### src/core/gtwsp_pkg.sv
// Package of constants for the gauge two-wire slave port
package gtwsp_pkg;
    localparam int unsigned CLK_HZ            = 10000000;
    // Spike filter width in ns, cycles rounded up
    localparam int unsigned SPIKE_NS          = 50;
    localparam int unsigned SPIKE_CYC_RAW     = (SPIKE_NS * (CLK_HZ / 1000000) + 999) / 1000;
    localparam int unsigned SPIKE_CYC         = (SPIKE_CYC_RAW < 1) ? 1 : SPIKE_CYC_RAW;
    // Bus-low sleep time in seconds
    localparam int unsigned SLEEP_S           = 2;
    localparam int unsigned SLEEP_CYC         = SLEEP_S * CLK_HZ;
    localparam int unsigned MEM_DEPTH         = 256;
    localparam int unsigned MEM_AW            = 8;
    localparam int unsigned USER_BASE         = 8'h20;
    localparam int unsigned USER_BYTES        = 16;
    localparam int unsigned ID_BASE           = 8'h30;
    localparam int unsigned ID_BYTES          = 8;
    localparam logic [7:0]  REG_STATUS        = 8'h00;
    localparam logic [7:0]  REG_CONTROL       = 8'h01;
    localparam logic [7:0]  REG_MEASURE       = 8'h02;
    localparam logic [7:0]  REG_PIN_CFG       = 8'h03;
    localparam logic [7:0]  REG_PIN_IN        = 8'h04;
    localparam logic [6:0]  ADDR_RESET        = 7'h34;
    // Arbitrary identification values, no meaning
    localparam logic [7:0]  FAMILY_DEFAULT    = 8'h5A;
    localparam logic [47:0] SERIAL_DEFAULT    = 48'h0000_0000_0001;
    localparam logic [7:0]  CHECK_DEFAULT     = 8'hA5;
    typedef enum logic [2:0] {
        GTWSP_IDLE, GTWSP_ADDR, GTWSP_ACKA, GTWSP_PTR, GTWSP_WRB, GTWSP_RDB, GTWSP_ACKW, GTWSP_ACKR
    } gtwsp_state_t;
endpackage

### src/core/gtwsp_mem.sv
// Byte memory with registered read data
`timescale 1ns/10ps
`default_nettype none
module gtwsp_mem
(
    input  wire logic       ref_clk,
    input  wire logic       wrEn,
    input  wire logic [7:0] wrAddr,
    input  wire logic [7:0] wrData,
    input  wire logic [7:0] rdAddr,
    output logic      [7:0] rdData_ff
);
    logic [7:0] memArray [0:gtwsp_pkg::MEM_DEPTH-1];

    always_ff @(posedge ref_clk)
    begin
        if (wrEn)
        begin
            memArray[wrAddr] <= wrData;
        end
        rdData_ff <= memArray[rdAddr];
    end
endmodule
`default_nettype wire

### src/core/gtwsp_port.sv
// Two-wire slave port of a fuel gauge
// -----------------------------------------------------------------
// Summary of operation
// Respond to programmable 7-bit slave address, up to 128 devices.
// Optional factory 64-bit ID: family, 48-bit serial, check byte.
// Data line open-drain only: pull low or release.
// Clock line is input only, never stretched.
// Master keeps every SCL low shorter than sleep time.
// Master holds both lines low beyond sleep time to sleep.
// Filter SDA and SCL spikes up to 50 ns.
// Sixteen bytes of host storage, unused by the device.
// Host reads and writes status, control, measurement, storage; here status and measurement are read-only.
// General-purpose pin is input or open-drain output.
// Bus-low sleep when enabled and both lines low sleep time.
// Wake from bus-low sleep when either line goes high.
// Wake from undervoltage sleep on any line change.
// Master releases bus, then start-stop-start before talking.
// Acknowledge only matching address; else ignore until start.
// -----------------------------------------------------------------
`timescale 1ns/10ps
`default_nettype none
module gtwsp_port
#(
    parameter int unsigned SLEEP_CYCLES = gtwsp_pkg::SLEEP_CYC,
    parameter bit          ID_FITTED    = 1'b1
)
(
    input  wire logic       ref_clk,
    input  wire logic       nrst,
    input  wire logic       sclIn,
    input  wire logic       sdaIn,
    output logic            sdaOut,
    output logic            sdaOe,
    input  wire logic       busLowSleepEnable,
    input  wire logic       undervoltageSleepEnable,
    input  wire logic       cellVoltageLow,
    input  wire logic [6:0] slaveAddr,
    input  wire logic       slaveAddrLoad,
    input  wire logic [7:0] statusIn,
    input  wire logic [7:0] measureIn,
    output logic      [7:0] controlOut,
    input  wire logic       generalPurposePinIn,
    output logic            generalPurposePinOut,
    output logic            generalPurposePinOe,
    output logic            sleeping
);
    // -----------------------------------------------------------------
    // Input synchronisers and spike filters
    // -----------------------------------------------------------------
    logic [1:0] sclSync_ff, sdaSync_ff, gpSync_ff;
    logic [2:0] sclCnt_ff, sdaCnt_ff;
    logic       scl_ff, sda_ff, sclPrev_ff, sdaPrev_ff;
    logic [2:0] nxt_sclCnt, nxt_sdaCnt;
    logic       nxt_scl, nxt_sda;

    always_ff @(posedge ref_clk)
    begin
        sclSync_ff <= {sclSync_ff[0], sclIn};
        sdaSync_ff <= {sdaSync_ff[0], sdaIn};
        gpSync_ff  <= {gpSync_ff[0], generalPurposePinIn};
    end

    // spike filter
    assign nxt_sclCnt = (sclSync_ff[1] == scl_ff) ? 3'h0 : sclCnt_ff + 3'h1;
    assign nxt_sdaCnt = (sdaSync_ff[1] == sda_ff) ? 3'h0 : sdaCnt_ff + 3'h1;
    assign nxt_scl    = (nxt_sclCnt > 3'(gtwsp_pkg::SPIKE_CYC)) ? sclSync_ff[1] : scl_ff;
    assign nxt_sda    = (nxt_sdaCnt > 3'(gtwsp_pkg::SPIKE_CYC)) ? sdaSync_ff[1] : sda_ff;

    always_ff @(posedge ref_clk)
    begin
        if (!nrst)
        begin
            sclCnt_ff  <= 3'h0;
            sdaCnt_ff  <= 3'h0;
            scl_ff     <= 1'b1;
            sda_ff     <= 1'b1;
            sclPrev_ff <= 1'b1;
            sdaPrev_ff <= 1'b1;
        end
        else
        begin
            sclCnt_ff  <= (nxt_scl != scl_ff) ? 3'h0 : nxt_sclCnt;
            sdaCnt_ff  <= (nxt_sda != sda_ff) ? 3'h0 : nxt_sdaCnt;
            scl_ff     <= nxt_scl;
            sda_ff     <= nxt_sda;
            sclPrev_ff <= scl_ff;
            sdaPrev_ff <= sda_ff;
        end
    end

    wire sclRise   = scl_ff & ~sclPrev_ff;
    wire sclFall   = ~scl_ff & sclPrev_ff;
    wire startSeen = scl_ff & sclPrev_ff & sdaPrev_ff & ~sda_ff;
    wire stopSeen  = scl_ff & sclPrev_ff & ~sdaPrev_ff & sda_ff;
    wire busLow    = ~scl_ff & ~sda_ff;
    wire busHigh   = scl_ff & sda_ff;
    wire lineMove  = (scl_ff != sclPrev_ff) | (sda_ff != sdaPrev_ff);

    // -----------------------------------------------------------------
    // Sleep control
    // -----------------------------------------------------------------
    logic [31:0] idleCnt_ff;
    logic        sleepBus_ff, sleepUv_ff;
    wire         idleHold  = busLow | (cellVoltageLow & busHigh);
    wire         idleDone  = idleCnt_ff >= (SLEEP_CYCLES - 1);

    always_ff @(posedge ref_clk)
    begin
        if (!nrst)
        begin
            idleCnt_ff  <= 32'h0;
            sleepBus_ff <= 1'b0;
            sleepUv_ff  <= 1'b0;
        end
        else
        begin
            idleCnt_ff <= (idleHold && !lineMove && !idleDone) ? idleCnt_ff + 32'h1
                        : (idleHold && !lineMove) ? idleCnt_ff : 32'h0;
            // bus-low entry
            if (busLowSleepEnable && busLow && idleDone && !sleepUv_ff)
                sleepBus_ff <= 1'b1;
            // wake on high
            else if (scl_ff || sda_ff)
                sleepBus_ff <= 1'b0;
            // wake on change; a move beats a stale count
            if (undervoltageSleepEnable && cellVoltageLow && idleDone && !lineMove && !sleepBus_ff)
                sleepUv_ff <= 1'b1;
            else if (lineMove)
                sleepUv_ff <= 1'b0;
        end
    end
    assign sleeping = sleepBus_ff | sleepUv_ff;

    // -----------------------------------------------------------------
    // Byte engine
    // -----------------------------------------------------------------
    gtwsp_pkg::gtwsp_state_t state_ff, nxt_state;
    logic [7:0] shift_ff, ptr_ff, ctrl_ff, gpCfg_ff;
    logic [3:0] bitCnt_ff, nxt_bitCnt;
    logic       rw_ff, ack_ff, sdaLow_ff;
    logic [6:0] addr_ff;
    logic [7:0] memRd;

    // programmable address
    always_ff @(posedge ref_clk)
    begin
        if (!nrst)
            addr_ff <= gtwsp_pkg::ADDR_RESET;
        else if (slaveAddrLoad)
            addr_ff <= slaveAddr;
    end

    wire       byteDone = sclRise && bitCnt_ff == 4'h7;
    // Acknowledge slot ends at the fall after its own rise
    wire       ackEnd   = sclFall && bitCnt_ff == 4'h1;
    wire [7:0] rxByte   = {shift_ff[6:0], sda_ff};
    // address match
    wire       addrHit  = rxByte[7:1] == addr_ff;
    // storage window
    wire       inUser   = ptr_ff >= 8'(gtwsp_pkg::USER_BASE) &&
                          ptr_ff < 8'(gtwsp_pkg::USER_BASE + gtwsp_pkg::USER_BYTES);
    wire [7:0] idOff    = ptr_ff - 8'(gtwsp_pkg::ID_BASE);
    wire       inId     = ID_FITTED && ptr_ff >= 8'(gtwsp_pkg::ID_BASE) && idOff < 8'(gtwsp_pkg::ID_BYTES);
    // registration number, family first
    wire [63:0] idWord  = {gtwsp_pkg::FAMILY_DEFAULT, gtwsp_pkg::SERIAL_DEFAULT, gtwsp_pkg::CHECK_DEFAULT};
    wire [7:0] idByte   = idWord[8'd63 - {idOff[2:0], 3'h0} -: 8];
    // readable map
    wire [7:0] rdByte   = (ptr_ff == gtwsp_pkg::REG_STATUS)  ? statusIn :
                          (ptr_ff == gtwsp_pkg::REG_CONTROL) ? ctrl_ff :
                          (ptr_ff == gtwsp_pkg::REG_MEASURE) ? measureIn :
                          (ptr_ff == gtwsp_pkg::REG_PIN_CFG) ? gpCfg_ff :
                          (ptr_ff == gtwsp_pkg::REG_PIN_IN)  ? {7'h0, gpSync_ff[1]} : inId ? idByte : memRd;
    wire       memWr    = state_ff == gtwsp_pkg::GTWSP_WRB && byteDone && inUser;

    gtwsp_mem u_mem
    (
        .ref_clk   (ref_clk),
        .wrEn      (memWr),
        .wrAddr    (ptr_ff),
        .wrData    (rxByte),
        .rdAddr    (ptr_ff),
        .rdData_ff (memRd)
    );

    always_comb
    begin
        nxt_state = state_ff;
        unique case (state_ff)
            gtwsp_pkg::GTWSP_IDLE: nxt_state = state_ff;
            gtwsp_pkg::GTWSP_ADDR: if (byteDone) nxt_state = addrHit ? gtwsp_pkg::GTWSP_ACKA : gtwsp_pkg::GTWSP_IDLE;
            gtwsp_pkg::GTWSP_ACKA: if (ackEnd)
                                       nxt_state = rw_ff ? gtwsp_pkg::GTWSP_RDB : gtwsp_pkg::GTWSP_PTR;
            gtwsp_pkg::GTWSP_PTR:  if (byteDone) nxt_state = gtwsp_pkg::GTWSP_ACKW;
            gtwsp_pkg::GTWSP_WRB:  if (byteDone) nxt_state = gtwsp_pkg::GTWSP_ACKW;
            gtwsp_pkg::GTWSP_ACKW: if (ackEnd) nxt_state = gtwsp_pkg::GTWSP_WRB;
            gtwsp_pkg::GTWSP_RDB:  if (sclFall && bitCnt_ff == 4'h8) nxt_state = gtwsp_pkg::GTWSP_ACKR;
            gtwsp_pkg::GTWSP_ACKR: if (sclRise) nxt_state = sda_ff ? gtwsp_pkg::GTWSP_IDLE : gtwsp_pkg::GTWSP_RDB;
        endcase
        if (startSeen)
            nxt_state = gtwsp_pkg::GTWSP_ADDR;
        else if (stopSeen || sleeping)
            nxt_state = gtwsp_pkg::GTWSP_IDLE;
    end

    // Count restarts in every new state so data bit 7 leads
    assign nxt_bitCnt = (startSeen || nxt_state != state_ff) ? 4'h0 : bitCnt_ff + 4'(sclRise);

    always_ff @(posedge ref_clk)
    begin
        if (!nrst)
        begin
            state_ff  <= gtwsp_pkg::GTWSP_IDLE;
            shift_ff  <= 8'h00;
            bitCnt_ff <= 4'h0;
            ptr_ff    <= 8'h00;
            ctrl_ff   <= 8'h00;
            gpCfg_ff  <= 8'h00;
            rw_ff     <= 1'b0;
            sdaLow_ff <= 1'b0;
        end
        else
        begin
            state_ff <= nxt_state;
            bitCnt_ff <= nxt_bitCnt;
            if (sclRise)
                shift_ff <= rxByte;
            if (state_ff == gtwsp_pkg::GTWSP_ADDR && byteDone)
                rw_ff <= rxByte[0];
            if (state_ff == gtwsp_pkg::GTWSP_PTR && byteDone)
                ptr_ff <= rxByte;
            if (state_ff == gtwsp_pkg::GTWSP_WRB && byteDone)
            begin
                if (ptr_ff == gtwsp_pkg::REG_CONTROL)
                    ctrl_ff <= rxByte;
                if (ptr_ff == gtwsp_pkg::REG_PIN_CFG)
                    gpCfg_ff <= rxByte;
            end
            // Pointer steps once per data byte, whatever the data
            if ((state_ff == gtwsp_pkg::GTWSP_WRB && byteDone) ||
                (state_ff == gtwsp_pkg::GTWSP_RDB && nxt_state == gtwsp_pkg::GTWSP_ACKR))
                ptr_ff <= ptr_ff + 8'h01;
            // pull low only; change after SCL falls for hold time
            if (sclFall || nxt_state == gtwsp_pkg::GTWSP_IDLE)
                sdaLow_ff <= (nxt_state == gtwsp_pkg::GTWSP_ACKA || nxt_state == gtwsp_pkg::GTWSP_ACKW) ? 1'b1
                           : (nxt_state == gtwsp_pkg::GTWSP_RDB) ? ~rdByte[3'h7 - nxt_bitCnt[2:0]] : 1'b0;
        end
    end

    // open drain, R4 clock never driven
    assign sdaOut = 1'b0;
    assign sdaOe  = sdaLow_ff;
    assign controlOut = ctrl_ff;
    // pin direction bit 0, output level bit 1
    assign generalPurposePinOut = 1'b0;
    assign generalPurposePinOe  = gpCfg_ff[0] & ~gpCfg_ff[1];
endmodule
`default_nettype wire

### config.mk
export PLATFORM = sky130hd
export DESIGN_NAME = gtwsp_port
export DESIGN_NICKNAME = d
export VERILOG_FILES = /design/src/core/gtwsp_pkg.sv /design/src/core/gtwsp_mem.sv /design/src/core/gtwsp_port.sv
export SDC_FILE = /design/constraint.sdc
export NUM_CORES = 2
export LEC_CHECK = 0
export BUFFER_PORTS_ARGS = -buffer_cell sky130_fd_sc_hd__buf_2
export CORE_MARGIN = 5
export CORE_UTILIZATION = 65
export CTS_BUF_LIST = sky130_fd_sc_hd__clkbuf_4 sky130_fd_sc_hd__clkbuf_8 sky130_fd_sc_hd__clkbuf_16
export CTS_CLUSTER_SIZE = 8
export DETAILED_ROUTE_END_ITERATION = 8
export GPL_TIMING_DRIVEN = 0
export MAX_ROUTING_LAYER = met4
export PLACE_DENSITY = 0.81
export SYNTH_ARGS = -nofsm -noshare
export SYNTH_HDL_FRONTEND = slang
export SYNTH_SLANG_ARGS = --single-unit
### constraint.sdc
create_clock -name ref_clk -period 10.85 [get_ports ref_clk]
set_clock_uncertainty 0.1 [all_clocks]
set_input_delay 0 -clock ref_clk [delete_from_list [all_inputs] [get_ports ref_clk]]
set_output_delay 0 -clock ref_clk [all_outputs]
set_load 0.1 [all_outputs]
==> metrics <==
status finished with violations; failing checks DRC; Net Sw Frac 19.7%; Critical R2R Launch ptr_ff[1]$_SDFFE_PN0P_; CTS tree built; antenna violations before repair 5; period utilisation layout 58.5%; wire length per cell 26.5 µm; worst hold path depth 6; Clk Tree Root Cell clkbuf_16; Post-Synthesis Cell Area 0.0830 mm²; Die Span Y 367 µm; Final Net Count 6051; Via density 5.72; EDFF count, synth 2048; Starting Density 65.2%; CP Launch Type flip-flop; clock buffer count from CTS 319; Post-route DRC 10; WP data arrival 6.99 ns; internal power 0.0151 W; Top FF cell, synth edfxtp_1; I/O Buffers 41; worst setup path class reg2reg; Combinational Power Share 2.4%; data required time of the worst path 11.49 ns; Antenna Nets Post-Route 0; setup TNS 0 ns; Worst Path Max Fanout 10; hpwl dp 116000 µm; clock-pin slew on the worst setup and hold paths 0.05 ns; H-Tree Level Count 5; HP Class in2reg; Post-CTS Setup Inserts 0; grt total ovfl 0; Synth cell types 72; area grow syn2layout 23.2%; final core occ 80.4%; worst slew pin tran 1.47 ns; RSZ-0062 raised after global routing false; setup violators final 0; clock tree sinks 2153; worst r2r path cells 16; Max Slew Vio Count 0; Site Rows 131; Worst IR Drop VDD 0.000189 V; WL final 205000 µm; max-cap violations 0; Reg-to-Reg End sdaOe$_SDFFE_PN0P_; Core ar. 0.127 mm²; average cell area after synthesis 22.7 µm²; most frequent cells in the layout 2048 x edfxtp_1, 1926 x conb_1, 641 x mux4_2, 328 x clkbuf_16, 127 x nor2_1; largest net degree at the start of global routing 116; GPL Wtd Cong 0.936; Seq/Total Area, Yosys 76.7%; crit end category flip-flop; total power per unit cell area 184 mW/mm²; f_max 158 MHz; synthesized instance count 3656; Seq pwr share 50.7%; min-delay src cellVoltageLow; Iter 0 DRT Violations 5886; die width 367 µm; clk buf depth 4; vias in the first global route 47589; Ys Warns 0; share of post-route cells with drive strength above 1 19.7%; I/O pins 45; Worst Hold Endpoint idleCnt_ff[16]$_SDFFE_PN0P_; Vias 44353; Final Hold Fails 0; Slew HR 2.04%; post-route minimum period 6.35 ns; most common cell after layout, fill and taps aside edfxtp_1; ys async rst share 0%; die area 0.135 mm²; clock latency on the worst-skew pair 0.87 ns; Net Sw Power 0.00371 W; Leak 38.1 nW; drt pass-1 iters 9; register-to-register setup slack 4.50 ns; GRT Total Usage 32.3%; synthesized flop and latch total 2153; first-pass GRT wire length 304000 µm; Clk pwr share 46.9%
[power by group through the flow]
stage	clock (W)	combinational, W	sequential [W]
2_1_floorplan	0	0.000272	0.00965
3_3_place_gp	0	0.000339	0.00969
3_5_place_dp	0	0.000378	0.00968
4_1_cts	0.00893	0.000398	0.00955
5_1_grt	0.00934	0.000494	0.00956
6_report	0.00883	0.000453	0.00955
[critical path: stages (launching register included)]
cell and delay (ns):
dfxtp_1 0.71, clkbuf_1 0.50, clkbuf_1 0.56, buf_1 0.65, buf_2 0.56, inv_1 0.16, ha_1 0.22, clkbuf_1 0.24
nand2_1 0.17, a211oi_1 0.15, nor2b_1 0.31, o221a_2 0.26, o221ai_1 0.13, a311oi_1 0.52, a31o_1 0.25, o22ai_1 0.10
dlygate4sd3_1 0.57
[repair_timing]
item,CTS,global route
setup endpoints to repair,0,0
endpoints found under the hold margin,54,0
hold buffers,39,0
resized for setup,0,0
[cell usage after synthesis, types with 3 or more instances]
library cell  instances  share of area [%]
xnor2_1              34               0.36
a32oi_1               4              0.042
a21oi_1              46               0.28
a211oi_1             12               0.11
mux4_2              641                 17
or3_1                 4              0.030
a31oi_1               9              0.068
nand3_1              44               0.27
buf_1                24               0.11
o22ai_1              11              0.083
nor3_1               28               0.17
inv_1                28               0.13
and2_1                5              0.038
nand4_1              11              0.083
nor2b_1              17               0.13
buf_6                14               0.19
nand2_1              78               0.35
buf_4                13               0.12
a221oi_1              8              0.084
nor4b_1               3              0.032
ha_1                 13               0.20
a311oi_1              4              0.042
nor2_1              127               0.57
clkbuf_1             98               0.44
nor4_1               10              0.075
dfxtp_1             105                2.5
xor2_1                4              0.042
a22oi_1              18               0.16
mux2i_1              46               0.55
buf_2                45               0.27
and3_1                8              0.060
nand3b_1              4              0.036
o21ai_0              20               0.12
nand2b_1             13              0.098
edfxtp_1           2048                 74
and4_1                3              0.032
nor3b_1               5              0.045
or4_1                 4              0.036
[stage by stage]
| stage | hold WS, ns | setup WS, ns | instances | power, W | area (µm²) |
|---|---|---|---|---|---|
| after floorplan | -0.0723 | 5.40 | 5581 | 0.00993 | 90200 |
| final | 0.205 | 4.50 | 7749 | 0.0188 | 102000 |
| after CTS | 0.132 | 4.56 | 7745 | 0.0189 | 102000 |
| after global routing | 0.216 | 4.30 | 7749 | 0.0194 | 102000 |
| after detailed placement | 0.00418 | 5.21 | 7308 | 0.0101 | 93100 |
| after global placement | 0.00419 | 2.12 | 7284 | 0.0100 | 92500 |
[worst max path at each step]
stage	start	endpoint	slack, ns	cells after the start
6_report	ptr_ff[1]$_SDFFE_PN0P_	sdaOe$_SDFFE_PN0P_	4.50	16
5_1_grt	ptr_ff[1]$_SDFFE_PN0P_	sdaOe$_SDFFE_PN0P_	4.30	16
4_1_cts	ptr_ff[1]$_SDFFE_PN0P_	sdaOe$_SDFFE_PN0P_	4.56	16
3_5_place_dp	ptr_ff[1]$_SDFFE_PN0P_	sdaOe$_SDFFE_PN0P_	5.21	15
3_3_place_gp	shift_ff[0]$_SDFFE_PN0P_	ptr_ff[2]$_SDFFE_PN0P_	2.12	8
2_1_floorplan	sda_ff$_SDFF_PN1_	ptr_ff[6]$_SDFFE_PN0P_	5.40	9
[layer usage]
layer	wire length (µm)	vias up	track usage [%]
li1	-	18218	-
met1	69200	22754	38.6
met2	106000	2658	53.6
met3	20000	723	8.20
met4	10200	0	13.1
met5	0	-	-
[area by class of cell]
| type | instances | area [µm²] |
|---|---|---|
| Clock inverter | 7 | 86.3 |
| Timing Repair Buffer | 104 | 1160 |
| Sequential cell | 2153 | 63600 |
| Tap cell | 1662 | 2080 |
| Fill cell | 5863 | 24900 |
| Inverter | 30 | 113 |
| Clock buffer | 391 | 8680 |
| Antenna cell | 4 | 10.0 |
| Multi-Input combinational cell | 3203 | 25600 |
| Buffer | 195 | 945 |
[registers in the layout, indices dropped and copies added, names as in the netlist, 2 cells and up]
signal           flops
bitCnt_ff            4
u_mem.rdData_ff      8
sclCnt_ff            3
u_mem.memArray    2048
sdaCnt_ff            3
shift_ff             7
sdaSync_ff           2
state_ff             3
sclSync_ff           2
gpCfg_ff             8
idleCnt_ff          32
ptr_ff               8
controlOut           8
addr_ff              7
gpSync_ff            2
[logic make-up after synthesis]
kind of cell / count (synthesis) / synth area share (%)
AOI/OAI and AO/OA: 165 / 1.36
xor gates and xnor gates: 38 / 0.401
adders and majority gates: 13 / 0.196
buffers and inverters: 225 / 1.27
DFF: 2153 / 76.7
muxes: 688 / 18.0
other: 1 / 0.00452
and+or+nand+nor: 373 / 2.15
Power figures use the tool's default switching activity.
